File: src/pkg/sfc_cfg.svh
// register map, reset values, field positions and timing figures
// of the synthesizer frequency control block; definitions only
`ifndef SFC_CFG_SVH
`define SFC_CFG_SVH

// register addresses on the serial register port
`define SFC_ADDR_AFC_LIMIT 7'h2A
`define SFC_ADDR_AFC_CORR 7'h2B
`define SFC_ADDR_RATE_HI 7'h6E
`define SFC_ADDR_RATE_LO 7'h6F
`define SFC_ADDR_MOD2 7'h71
`define SFC_ADDR_DEV 7'h72
`define SFC_ADDR_OFS_LO 7'h73
`define SFC_ADDR_OFS_HI 7'h74
`define SFC_ADDR_HOP_CH 7'h79
`define SFC_ADDR_HOP_STEP 7'h7A

// power-on values
`define SFC_RST_RATE_HI 8'h0A
`define SFC_RST_RATE_LO 8'h3D
`define SFC_RST_MOD2 8'h00
`define SFC_RST_DEV 8'h20
`define SFC_RST_OFS 8'h00
`define SFC_RST_HOP 8'h00
`define SFC_RST_AFC_LIMIT 8'h00

// field positions and codes
`define SFC_DEV_MSB_BIT 2
`define SFC_DTMOD_LSB 4
`define SFC_DTMOD_FIFO 2'h2
`define SFC_OFS_HI_MASK 8'h03
`define SFC_BAND_MAX 5'h17
`define SFC_BAND_BASE 6'h18
`define SFC_FRAC_MODULUS 32'h0000FA00
`define SFC_HOP_FRAC_SHIFT 6
`define SFC_LIMIT_SHIFT 2
`define SFC_LIMIT_MAX 8'h1F
`define SFC_AFC_CLAMP 12'sh07F
`define SFC_AFC_MEAS_BITS 4'h2

// timing
`define SFC_TUNE_TIME_NS 200000
`define SFC_CLK_PERIOD_NS 10
`define SFC_RATE_REF_NS 1000
`define SFC_RATE_BASE_BITS 16
`define SFC_RATE_SCALE_BITS 5

`endif

File: src/pkg/sfc_pkg.sv
// types shared by the frequency control core and its rate generator
// assumes nothing beyond a SystemVerilog compiler
package sfc_pkg;

  // operating state of the synthesizer sequencer
  typedef enum logic [2:0] {
    SFC_IDLE,
    SFC_TX,
    SFC_RX,
    SFC_RETUNE
  } sfc_state_t;

  // whole state of the core
  typedef struct packed {
    logic [7:0] rate_hi;
    logic [7:0] rate_lo;
    logic [7:0] mod2;
    logic [7:0] dev;
    logic [7:0] ofs_lo;
    logic [7:0] ofs_hi;
    logic [7:0] hop_ch;
    logic [7:0] hop_step;
    logic [7:0] afc_limit;
    logic [7:0] app_ch;
    logic [7:0] app_step;
    logic hop_pend;
    sfc_state_t fsm;
    sfc_state_t ret_fsm;
    logic [15:0] timer;
    logic signed [9:0] afc;
    logic afc_frozen;
    logic afc_settle;
    logic [3:0] afc_bits;
    logic [7:0] rdata;
    logic [31:0] divide;
    logic [9:0] lo_ofs;
  } sfc_core_t;

  // whole state of the rate generator
  typedef struct packed {
    logic [7:0] div;
    logic ref_tick;
    logic [20:0] acc;
    logic bit_tick;
  } sfc_rate_state_t;

endpackage : sfc_pkg

File: src/pkg/sfc_rate_if.sv
// carrier between the core and its transmit rate generator
// both ends sit on the same clock
`timescale 1ns/1ps
`default_nettype none
interface sfc_rate_if;
  logic [15:0] txdr;
  logic scale;
  logic run;
  logic bit_tick;
  modport ctrl (output txdr, output scale, output run, input bit_tick);
  modport gen (input txdr, input scale, input run, output bit_tick);
endinterface : sfc_rate_if
`default_nettype wire

File: src/core/sfc_rate_gen.sv
// transmit bit-rate generator: phase accumulator on a 1 MHz enable
// assumes the core clock and the interface run on one clock
`timescale 1ns/1ps
`default_nettype none
`include "sfc_cfg.svh"
module sfc_rate_gen
  import sfc_pkg::*;
#(
  parameter int unsigned REF_DIV = `SFC_RATE_REF_NS / `SFC_CLK_PERIOD_NS
) (
  input wire logic clk,     // core clock
  input wire logic srst,    // synchronous reset, high
  sfc_rate_if.gen rate      // rate word in, bit tick out
);

  sfc_rate_state_t s;
  sfc_rate_state_t next_s;
  logic [21:0] sum;

  // 1 MHz enable, then accumulate the rate word; the carry is a bit time
  always_comb begin
    next_s = s;
    next_s.ref_tick = 1'b0;
    next_s.bit_tick = 1'b0;
    sum = {1'b0, s.acc} + {6'h00, rate.txdr};
    if (s.div == 8'(REF_DIV - 1)) begin
      next_s.div = 8'h00;
      next_s.ref_tick = 1'b1;
    end else begin
      next_s.div = s.div + 8'h01;
    end
    // idle outside transmit so receive never depends on the rate word
    if (!rate.run) begin
      next_s.acc = 21'h000000;
    end else if (s.ref_tick) begin
      if (rate.scale) begin
        next_s.acc = sum[20:0];
        next_s.bit_tick = sum[`SFC_RATE_BASE_BITS + `SFC_RATE_SCALE_BITS];
      end else begin
        next_s.acc = {5'h00, sum[`SFC_RATE_BASE_BITS-1:0]};
        next_s.bit_tick = sum[`SFC_RATE_BASE_BITS];
      end
    end
  end

  always_ff @(posedge clk) begin
    if (srst) begin
      s <= '0;
    end else begin
      s <= next_s;
    end
  end

  assign rate.bit_tick = s.bit_tick;

  // bit ticks only follow a reference tick while transmitting
  rate_tick_source_a: assert property (@(posedge clk) disable iff (srst)
    s.bit_tick |-> $past(s.ref_tick) && $past(rate.run))
    else $error("bit tick without reference tick in transmit");

  rate_idle_quiet_a: assert property (@(posedge clk) disable iff (srst)
    (!rate.run)[*2] |-> !s.bit_tick && s.acc == 21'h000000)
    else $error("rate generator active outside transmit");

endmodule : sfc_rate_gen
`default_nettype wire

File: src/core/sfc_top.sv
// synthesizer frequency control: hop channels, deviation, offset, AFC,
// transmit rate. Registers come over the decoded serial register port;
// modem and sequencer signals arrive on the same clock.
//
// Summary of operation
// - carrier = nominal + step x channel x 10 kHz
// - hop write in TX/RX retunes, then returns
// - FIFO TX packet finishes on old frequency
// - deviation = 9-bit value x 625 Hz
// - deviation top bit from modulation control bit 2
// - signed manual offset, 156.25 Hz x (hb+1) units
// - manual offset unless receiving with AFC on
// - preamble detection freezes AFC for the packet
// - multi-packet receive resets AFC per packet
// - AFC pull-in limited to limiter x 625 Hz x (hb+1)
// - AFC gain halves feedback per gain step
// - measure two bits, correct, then settle
// - cycle field sets settle time, zero stops correction
// - AFC correction readable, 156.25 Hz x (hb+1) units
// - bit rate = word x 1 MHz / 2^(16+5 scale)
// - rate word used in transmit only
// - high band bit removes output divide-by-two
// - divide ratio = band + 24 + fraction / 64000
`timescale 1ns/1ps
`default_nettype none
`include "sfc_cfg.svh"
module sfc_top
  import sfc_pkg::*;
#(
  parameter int unsigned TUNE_CYCLES = `SFC_TUNE_TIME_NS / `SFC_CLK_PERIOD_NS
) (
  input wire logic CLOCK_IN,                    // 100 MHz reference clock
  input wire logic SRST_IN,                     // synchronous reset, high
  input wire logic [6:0] REG_ADDR_IN,           // register address
  input wire logic [7:0] REG_WDATA_IN,          // register write data
  input wire logic REG_WR_IN,                   // write strobe
  input wire logic REG_RD_IN,                   // read strobe
  output logic [7:0] REG_RDATA_OUT,             // read data, next cycle
  input wire logic HIGH_BAND_IN,                // high band select
  input wire logic [4:0] BAND_INTEGER_IN,       // integer part of divider
  input wire logic [15:0] CARRIER_FRACTION_IN,  // nominal fraction word
  input wire logic TX_RATE_SCALE_IN,            // rate scale bit
  input wire logic TX_ON_IN,                    // transmit requested
  input wire logic RX_ON_IN,                    // receive requested
  input wire logic TX_PACKET_BUSY_IN,           // FIFO packet being sent
  input wire logic AFC_ENABLE_IN,               // AFC on
  input wire logic [2:0] AFC_GEAR_IN,           // feedback gain shift
  input wire logic [2:0] AFC_CYCLE_IN,          // AFC settle length
  input wire logic RX_BIT_TICK_IN,              // receive bit strobe
  input wire logic [7:0] FREQ_ERROR_IN,         // measured error, signed
  input wire logic PREAMBLE_DET_IN,             // preamble found
  input wire logic PACKET_END_IN,               // packet finished
  input wire logic MULTI_PACKET_IN,             // stay in receive
  output logic [2:0] SYNTH_STATE_OUT,           // sequencer state
  output logic [31:0] SYNTH_DIVIDE_OUT,         // divide ratio x 64000
  output logic OUTPUT_HALVE_OUT,                // low band divide-by-two
  output logic [8:0] DEVIATION_OUT,             // peak deviation, 625 Hz
  output logic [9:0] LO_OFFSET_OUT,             // applied offset, signed
  output logic TX_BIT_TICK_OUT                  // one pulse per tx bit
);

  // ****************************************************************
  // state and decode
  // ****************************************************************
  sfc_core_t s;
  sfc_core_t next_s;
  sfc_rate_if rate_bus ();

  logic wr_hop;
  logic tx_fifo;
  logic [5:0] band_n;
  logic [21:0] hop_frac;
  logic [9:0] manual_ofs;
  logic signed [11:0] afc_step;
  logic signed [11:0] afc_sum;
  logic signed [11:0] afc_lim;

  assign wr_hop = REG_WR_IN && (REG_ADDR_IN == `SFC_ADDR_HOP_CH ||
                                REG_ADDR_IN == `SFC_ADDR_HOP_STEP);
  assign tx_fifo = (s.mod2[`SFC_DTMOD_LSB +: 2] == `SFC_DTMOD_FIFO);
  assign manual_ofs = {s.ofs_hi[1:0], s.ofs_lo};

  // band integer clamps at its top value before the fixed base is added
  assign band_n = (BAND_INTEGER_IN > `SFC_BAND_MAX) ?
                  (`SFC_BAND_MAX + `SFC_BAND_BASE) :
                  ({1'b0, BAND_INTEGER_IN} + `SFC_BAND_BASE);
  // one 10 kHz step is 64 fraction units, halved in the high band
  // operands widened first so the shift keeps the top product bits
  assign hop_frac = ((22'(s.app_step) * 22'(s.app_ch)) << `SFC_HOP_FRAC_SHIFT)
                    >> HIGH_BAND_IN;

  // AFC arithmetic: gain shift, then clamp to the limiter and 8 bits
  assign afc_step = 12'(signed'(FREQ_ERROR_IN)) >>> AFC_GEAR_IN;
  assign afc_sum = 12'(s.afc) + afc_step;
  assign afc_lim = (s.afc_limit > `SFC_LIMIT_MAX) ? `SFC_AFC_CLAMP :
                   12'({4'h0, s.afc_limit} << `SFC_LIMIT_SHIFT);

  // ****************************************************************
  // next state
  // ****************************************************************
  always_comb begin
    next_s = s;
    // register writes; the offset high byte keeps only its two bits
    if (REG_WR_IN) begin
      case (REG_ADDR_IN)
        `SFC_ADDR_AFC_LIMIT: next_s.afc_limit = REG_WDATA_IN;
        `SFC_ADDR_RATE_HI: next_s.rate_hi = REG_WDATA_IN;
        `SFC_ADDR_RATE_LO: next_s.rate_lo = REG_WDATA_IN;
        `SFC_ADDR_MOD2: next_s.mod2 = REG_WDATA_IN;
        `SFC_ADDR_DEV: next_s.dev = REG_WDATA_IN;
        `SFC_ADDR_OFS_LO: next_s.ofs_lo = REG_WDATA_IN;
        `SFC_ADDR_OFS_HI: next_s.ofs_hi = REG_WDATA_IN & `SFC_OFS_HI_MASK;
        `SFC_ADDR_HOP_CH: next_s.hop_ch = REG_WDATA_IN;
        `SFC_ADDR_HOP_STEP: next_s.hop_step = REG_WDATA_IN;
        default: next_s.rdata = s.rdata;
      endcase
    end
    // read data is registered; unmapped addresses read zero
    if (REG_RD_IN) begin
      case (REG_ADDR_IN)
        `SFC_ADDR_AFC_LIMIT: next_s.rdata = s.afc_limit;
        `SFC_ADDR_AFC_CORR: next_s.rdata = s.afc[7:0];
        `SFC_ADDR_RATE_HI: next_s.rdata = s.rate_hi;
        `SFC_ADDR_RATE_LO: next_s.rdata = s.rate_lo;
        `SFC_ADDR_MOD2: next_s.rdata = s.mod2;
        `SFC_ADDR_DEV: next_s.rdata = s.dev;
        `SFC_ADDR_OFS_LO: next_s.rdata = s.ofs_lo;
        `SFC_ADDR_OFS_HI: next_s.rdata = s.ofs_hi;
        `SFC_ADDR_HOP_CH: next_s.rdata = s.hop_ch;
        `SFC_ADDR_HOP_STEP: next_s.rdata = s.hop_step;
        default: next_s.rdata = 8'h00;
      endcase
    end

    // sequencer: a hop write while active detours through retune
    case (s.fsm)
      SFC_IDLE: begin
        next_s.app_ch = next_s.hop_ch;
        next_s.app_step = next_s.hop_step;
        next_s.hop_pend = 1'b0;
        if (TX_ON_IN) begin
          next_s.fsm = SFC_TX;
        end else if (RX_ON_IN) begin
          next_s.fsm = SFC_RX;
        end
      end
      SFC_TX, SFC_RX: begin
        if ((s.fsm == SFC_TX && !TX_ON_IN) || (s.fsm == SFC_RX && !RX_ON_IN)) begin
          next_s.fsm = SFC_IDLE;
        end else if (s.fsm == SFC_TX && tx_fifo && TX_PACKET_BUSY_IN) begin
          // a FIFO packet in flight keeps its frequency
          next_s.hop_pend = s.hop_pend || wr_hop;
        end else if (wr_hop || s.hop_pend) begin
          next_s.app_ch = next_s.hop_ch;
          next_s.app_step = next_s.hop_step;
          next_s.hop_pend = 1'b0;
          next_s.ret_fsm = s.fsm;
          next_s.timer = 16'(TUNE_CYCLES - 1);
          next_s.fsm = SFC_RETUNE;
        end
      end
      SFC_RETUNE: begin
        // a further hop write restarts the settling wait
        if (wr_hop) begin
          next_s.app_ch = next_s.hop_ch;
          next_s.app_step = next_s.hop_step;
          next_s.timer = 16'(TUNE_CYCLES - 1);
        end else if (s.timer != 16'h0000) begin
          next_s.timer = s.timer - 16'h0001;
        end else if ((s.ret_fsm == SFC_TX && TX_ON_IN) ||
                     (s.ret_fsm == SFC_RX && RX_ON_IN)) begin
          next_s.fsm = s.ret_fsm;
        end else begin
          next_s.fsm = SFC_IDLE;
        end
      end
      default: next_s.fsm = SFC_IDLE;
    endcase

    // AFC loop, active only while receiving with AFC on
    if (s.fsm != SFC_RX || !AFC_ENABLE_IN) begin
      next_s.afc_frozen = 1'b0;
      next_s.afc_settle = 1'b0;
      next_s.afc_bits = 4'h0;
      if (s.fsm == SFC_IDLE) begin
        next_s.afc = 10'sh000;
      end
    end else if (PACKET_END_IN) begin
      // multi-packet: start over for the next packet
      if (MULTI_PACKET_IN) begin
        next_s.afc = 10'sh000;
        next_s.afc_frozen = 1'b0;
        next_s.afc_settle = 1'b0;
        next_s.afc_bits = 4'h0;
      end
    end else if (PREAMBLE_DET_IN || s.afc_frozen) begin
      next_s.afc_frozen = 1'b1;
    end else if (RX_BIT_TICK_IN && AFC_CYCLE_IN != 3'h0) begin
      next_s.afc_bits = s.afc_bits + 4'h1;
      if (!s.afc_settle && next_s.afc_bits == `SFC_AFC_MEAS_BITS) begin
        // two bit times measured: correct, clamped to the pull-in range
        if (afc_sum > afc_lim) begin
          next_s.afc = 10'(afc_lim);
        end else if (afc_sum < -afc_lim) begin
          next_s.afc = 10'(-afc_lim);
        end else begin
          next_s.afc = 10'(afc_sum);
        end
        next_s.afc_settle = 1'b1;
        next_s.afc_bits = 4'h0;
      end else if (s.afc_settle && next_s.afc_bits == {AFC_CYCLE_IN, 1'b0}) begin
        next_s.afc_settle = 1'b0;
        next_s.afc_bits = 4'h0;
      end
    end

    // offset source: AFC only in receive with AFC on, manual otherwise
    next_s.lo_ofs = (next_s.fsm == SFC_RX && AFC_ENABLE_IN) ?
                    next_s.afc : manual_ofs;
    // one offset unit is one fraction unit in either band
    next_s.divide = 32'(band_n) * `SFC_FRAC_MODULUS + 32'(CARRIER_FRACTION_IN)
                    + 32'(hop_frac) + 32'(signed'(s.lo_ofs));
  end

  always_ff @(posedge CLOCK_IN) begin
    if (SRST_IN) begin
      s <= '0;
      s.rate_hi <= `SFC_RST_RATE_HI;
      s.rate_lo <= `SFC_RST_RATE_LO;
      s.mod2 <= `SFC_RST_MOD2;
      s.dev <= `SFC_RST_DEV;
      s.ofs_lo <= `SFC_RST_OFS;
      s.ofs_hi <= `SFC_RST_OFS;
      s.hop_ch <= `SFC_RST_HOP;
      s.hop_step <= `SFC_RST_HOP;
      s.afc_limit <= `SFC_RST_AFC_LIMIT;
      s.fsm <= SFC_IDLE;
      s.ret_fsm <= SFC_IDLE;
    end else begin
      s <= next_s;
    end
  end

  // ****************************************************************
  // rate generator and outputs
  // ****************************************************************
  assign rate_bus.txdr = {s.rate_hi, s.rate_lo};
  assign rate_bus.scale = TX_RATE_SCALE_IN;
  assign rate_bus.run = (s.fsm == SFC_TX);

  sfc_rate_gen u_rate_gen (
    .clk(CLOCK_IN),
    .srst(SRST_IN),
    .rate(rate_bus)
  );

  assign REG_RDATA_OUT = s.rdata;
  assign SYNTH_STATE_OUT = s.fsm;
  assign SYNTH_DIVIDE_OUT = s.divide;
  assign OUTPUT_HALVE_OUT = !HIGH_BAND_IN;
  // deviation stays in 625 Hz units whatever the band
  assign DEVIATION_OUT = {s.mod2[`SFC_DEV_MSB_BIT], s.dev};
  assign LO_OFFSET_OUT = s.lo_ofs;
  assign TX_BIT_TICK_OUT = rate_bus.bit_tick;

  // ****************************************************************
  // checks
  // ****************************************************************
  hop_idle_apply_a: assert property (@(posedge CLOCK_IN) disable iff (SRST_IN)
    (s.fsm == SFC_IDLE && REG_WR_IN && REG_ADDR_IN == `SFC_ADDR_HOP_CH)
    |=> s.app_ch == $past(REG_WDATA_IN))
    else $error("idle hop channel write not applied");

  hop_retune_entry_a: assert property (@(posedge CLOCK_IN) disable iff (SRST_IN)
    (s.fsm == SFC_RX && RX_ON_IN && wr_hop)
    |=> s.fsm == SFC_RETUNE && s.ret_fsm == SFC_RX)
    else $error("hop write in receive did not retune");

  fifo_packet_hold_a: assert property (@(posedge CLOCK_IN) disable iff (SRST_IN)
    (s.fsm == SFC_TX && TX_ON_IN && tx_fifo && TX_PACKET_BUSY_IN && wr_hop)
    |=> s.fsm == SFC_TX && s.hop_pend && $stable(s.app_ch))
    else $error("frequency changed inside a FIFO packet");

  deviation_byte_a: assert property (@(posedge CLOCK_IN) disable iff (SRST_IN)
    (REG_WR_IN && REG_ADDR_IN == `SFC_ADDR_DEV)
    |=> DEVIATION_OUT[7:0] == $past(REG_WDATA_IN))
    else $error("deviation low byte not taken");

  tx_manual_offset_a: assert property (@(posedge CLOCK_IN) disable iff (SRST_IN)
    (s.fsm == SFC_TX) |-> LO_OFFSET_OUT == $past(manual_ofs))
    else $error("transmit not using manual offset");

  afc_frozen_hold_a: assert property (@(posedge CLOCK_IN) disable iff (SRST_IN)
    (s.afc_frozen && s.fsm == SFC_RX && !PACKET_END_IN) |=> $stable(s.afc))
    else $error("AFC moved after preamble");

  afc_packet_reset_a: assert property (@(posedge CLOCK_IN) disable iff (SRST_IN)
    (s.fsm == SFC_RX && AFC_ENABLE_IN && PACKET_END_IN && MULTI_PACKET_IN)
    |=> s.afc == 10'sh000 && !s.afc_frozen)
    else $error("AFC not reset between packets");

  afc_pull_limit_a: assert property (@(posedge CLOCK_IN) disable iff (SRST_IN)
    (s.afc != $past(s.afc) && s.fsm == SFC_RX)
    |-> 12'(s.afc) <= $past(afc_lim) && 12'(s.afc) >= -$past(afc_lim))
    else $error("AFC beyond pull-in range");

  afc_cycle_off_a: assert property (@(posedge CLOCK_IN) disable iff (SRST_IN)
    (s.fsm == SFC_RX && AFC_CYCLE_IN == 3'h0 && !PACKET_END_IN)[*2]
    |-> $stable(s.afc))
    else $error("AFC corrected with zero cycle field");

endmodule : sfc_top
`default_nettype wire

File: config.mk
export PLATFORM = sky130hd
export DESIGN_NAME = sfc_top
export DESIGN_NICKNAME = d
export VERILOG_FILES = /design/src/pkg/sfc_pkg.sv /design/src/pkg/sfc_rate_if.sv /design/src/core/sfc_rate_gen.sv /design/src/core/sfc_top.sv
export VERILOG_INCLUDE_DIRS = /design/src /design/src/pkg
export SDC_FILE = /design/constraint.sdc
export NUM_CORES = 1
export LEC_CHECK = 0
export BUFFER_PORTS_ARGS = -buffer_cell sky130_fd_sc_hd__buf_4
export CAP_MARGIN = 25
export CORE_ASPECT_RATIO = 0.6
export CORE_MARGIN = 10
export CORE_UTILIZATION = 30
export DETAILED_ROUTE_END_ITERATION = 10
export GPL_ROUTABILITY_DRIVEN = 0
export PLACE_DENSITY_LB_ADDON = 0.08
export SYNTH_ARGS = -nofsm -noshare
export SYNTH_HDL_FRONTEND = slang
export SYNTH_SLANG_ARGS = --single-unit
File: constraint.sdc
create_clock -name CLOCK_IN -period 7.1 [get_ports CLOCK_IN]
set_input_delay 1.42 -clock CLOCK_IN [delete_from_list [all_inputs] [get_ports CLOCK_IN]]
set_output_delay 1.42 -clock CLOCK_IN [all_outputs]
set_load 0.02 [all_outputs]
==> summary.md <==
| Metric | Value |
|---|---|
| Iter 0 DRT Violations | `just under 900` |
| Final Skew | `between 0.01 and 0.015 ns` |
| Row cnt | `64` |
| Syn Area/Cell | `around 8.2 µm²` |
| Worst vdd ir | `around 0.23 mV` |
| Status | `completed` |
| Die area | `a little over 60,000 µm²` |
| Share of layout cells above drive strength 1 | `about 22%` |
| Reg power frac | `between 20 and 25%` |
| PD cells | `between 200 and 250 nW/µm²` |
| Unique cell type count in the Yosys netlist | `78` |
| GRT overflow | `0` |
| Layout area overhead | `22.39%` |
| Fmax | `about 0.14 GHz` |
| Initial core utilization | `between 30 and 40%` |
| Clock Latency Late Sink | `roughly 0.46 ns` |
| Sw frac | `between 30 and 40%` |
| # IOs | `128` |
| Final HPWL DP | `slightly above 40 mm` |
| Routed metal-1 wirelength | `about 29 mm` |
| Avg WL per Cell | `between 15 and 20 µm` |
| Core box area | `51,410 µm²` |
| Filler cells | `5,328` |
| Combinational power share | `54.6%` |
| Final hold viol count | `0` |
| Number of clock sinks | `between 150 and 200` |
| CTS tree | `yes` |
| Met3 routed WL | `2.648 mm` |
| CP endpoint kind | `flop` |
| Total wire length | `about 50 mm` |
| CP max stage delay | `0.53 ns` |
| Startpoint Class | `flop` |
| Critical Path RT | `around 7.4 ns` |
| CTS max path bufs | `2` |
| Period utilization | `between 90 and 100%` |
| Root Driver | `clkbuf_16` |
| Synthesized area | `approximately 16,000 µm²` |
| Main synth FF type | `dfxtp_1` |
| Synth area leaders | `dfxtp_1, ha_1, fa_1` |
| Pins over their slew limit | `0` |
| Ys Warns | `0` |
| Worst EP arrival | `7.38 ns` |
| Final hold slack | `about 0.46 ns` |
| Slowest-stage cell, CP | `fa_1` |
| Most common cell after layout, fill and taps aside | `buf_4` |
| Initial antenna violation count | `0` |
| Setup CP Type | `reg2reg` |
| Leak pwr | `~8.5 nW` |
| Hold Path Class | `reg2reg` |
| Min Tclk post-route | `7.055 ns` |
| Vias post-DR | `~14,000` |
| DR top layer | `met4` |
| Number of diodes | `0` |
| Dpl ws | `-0.4588 ns` |
| Clock share of power | `between 20% and 30%` |
| DRC | `0` |
| Synth top area share | `24.95%` |
| Vias in the first global route | `13,110` |
| Relative slew slack | `about 39%` |
| Clock Pin Slew Worst Setup and Hold Paths | `~0.080 ns` |
| H-Tree Depth | `4` |
| Placed inst area | `approximately 18,000 µm²` |
| First-pass GRT wire length | `78.22 mm` |
| Remaining antenna violation count after routing | `0` |
| Die Y-Extent | `~200 µm` |
| Cells after Synth | `~1,900` |
| P_sw | `about 1.8 mW` |
| RSZ-0062 raised after global routing | `true` |
| Final worst slack | `around 0.045 ns` |
| Nets | `between 2,000 and 2,500` |
| DR WL met2 | `roughly 18 mm` |
| Sequential fraction of the synthesis area | `about a quarter` |
| Total of max-cap violations | `0` |
| Post-synth EDFFs | `0` |
| FFs w/ async S/R, synth | `0%` |
| CTS buffer count | `17` |
| Crit-path max FO | `7` |
| Vias/cell | `just under 5` |
| Synth area leader | `dfxtp_1` |
| Final setup fails | `0` |
| Most frequent cells in the layout | `buf_4, nor2_1, dfxtp_1` |
| Slew @ Worst Pin | `roughly 0.91 ns` |
| Die W | `315.6 µm` |
| Largest net degree at the start of global routing | `97` |
| Post-route cell area | `between 15,000 and 20,000 µm²` |
| Drt first pass iters | `5` |
| Tot GR Track Use | `around 16%` |
| Port bufs | `approximately 130` |
| Int Pwr | `roughly 3.0 mW` |
| Synth Register Bits | `between 150 and 200` |
layer usage:
layer	GRT usage, %	vias up
li1	-	6878
met1	26.51	6489
met2	20.50	261
met3	2.842	19
met4	1.952	0
met5	0	-
cell type report:
type	instances	area [µm²]	share of cell area, %
Timing Repair Buffer	274	2105	10.94
Tap cell	693	867.1	4.506
Clock buffer	18	429.2	2.230
Sequential cell	196	3960	20.58
Multi-Input combinational cell	1446	11160	57.97
Inverter	149	559.3	2.906
Clock inverter	14	167.7	0.8712
sequential cells by signal, summed over array words and instances (netlist names):
register                  cells
DEVIATION_OUT                 9
LO_OFFSET_OUT                10
REG_RDATA_OUT                 8
SYNTH_DIVIDE_OUT             26
SYNTH_STATE_OUT               3
manual_ofs                   10
rate_bus.txdr                16
s                            83
u_rate_gen.rate.bit_tick      1
u_rate_gen.s                 30
synthesized netlist by cell type, types with 17 or more instances:
| cell | n |
|---|---|
| a211oi_1 | 32 |
| a21o_1 | 21 |
| a21oi_1 | 130 |
| a31oi_1 | 17 |
| and2_1 | 67 |
| buf_4 | 64 |
| clkbuf_1 | 52 |
| dfxtp_1 | 196 |
| fa_1 | 58 |
| ha_1 | 161 |
| inv_1 | 148 |
| mux2i_1 | 57 |
| nand2_1 | 151 |
| nand2b_1 | 26 |
| nand3_1 | 45 |
| nor2_1 | 220 |
| nor2b_1 | 20 |
| nor3_1 | 33 |
| o21a_1 | 21 |
| o21ai_0 | 73 |
| xnor2_1 | 67 |
| xor2_1 | 25 |
worst max-delay path, delay by kind of cell, from the launching register on:
kind	cells	cell delay (ns)
compound gates	12	2.18
xor+xnor	3	0.40
fa+ha+maj	8	2.87
buf+inv	5	0.42
flops	1	0.39
mux	1	0.14
simple gates	6	0.54
logic make-up (layout without fill, tap and decap cells):
family	Yosys count	count (layout)	share of synthesized area [%]
adders and majority gates	219	219	20.20
other	2	4	0.04776
DFF	196	196	24.95
buffers and inverters	276	455	8.148
muxes	70	70	4.703
AOI/OAI and AO/OA	404	404	16.58
xor gates and xnor gates	92	92	5.125
and+or+nand+nor	657	657	20.24
through the flow:
stage	util, %	total power [mW]	std cells	setup TNS, ns
after floorplan	-	2.474	1918	0
after global placement	34.71	3.262	2740	-2.336
after detailed placement	34.73	3.253	2741	-2.621
after CTS	37.00	4.599	2782	0
after global routing	37.43	5.087	2790	-1.340
final	37.43	4.773	2790	0
final timing paths:
| check | startpoint | endpoint | slack [ns] | cells after the start |
|---|---|---|---|---|
| worst max-delay path | s[100]$_SDFFE_PP0P_ | SYNTH_DIVIDE_OUT[23]$_SDFF_PP0_ | 0.05 | 35 |
| worst min register to register | s[156]$_SDFFE_PP0P_ | s[156]$_SDFFE_PP0P_ | 0.46 | 2 |
| worst max register to register | s[100]$_SDFFE_PP0P_ | SYNTH_DIVIDE_OUT[23]$_SDFF_PP0_ | 0.05 | 35 |
| worst min-delay path | s[156]$_SDFFE_PP0P_ | s[156]$_SDFFE_PP0P_ | 0.46 | 2 |
power by group through the flow:
stage / Clock (mW) / Sequential (mW) / Combinational (mW)
detailed placement: 0 / 1.19 / 2.06
finish: 1.00 / 1.17 / 2.60
floorplan: 0 / 1.18 / 1.29
global placement: 0 / 1.19 / 2.07
global route: 1.07 / 1.17 / 2.84
CTS: 1.04 / 1.17 / 2.39
repair_timing:
action,CTS,global route
hold buffers,0,0
pin swaps,69,38
setup endpoints to repair,8,8
resized for setup,109,30
buffers inserted,11,6
(Power assumes the default switching activity.)
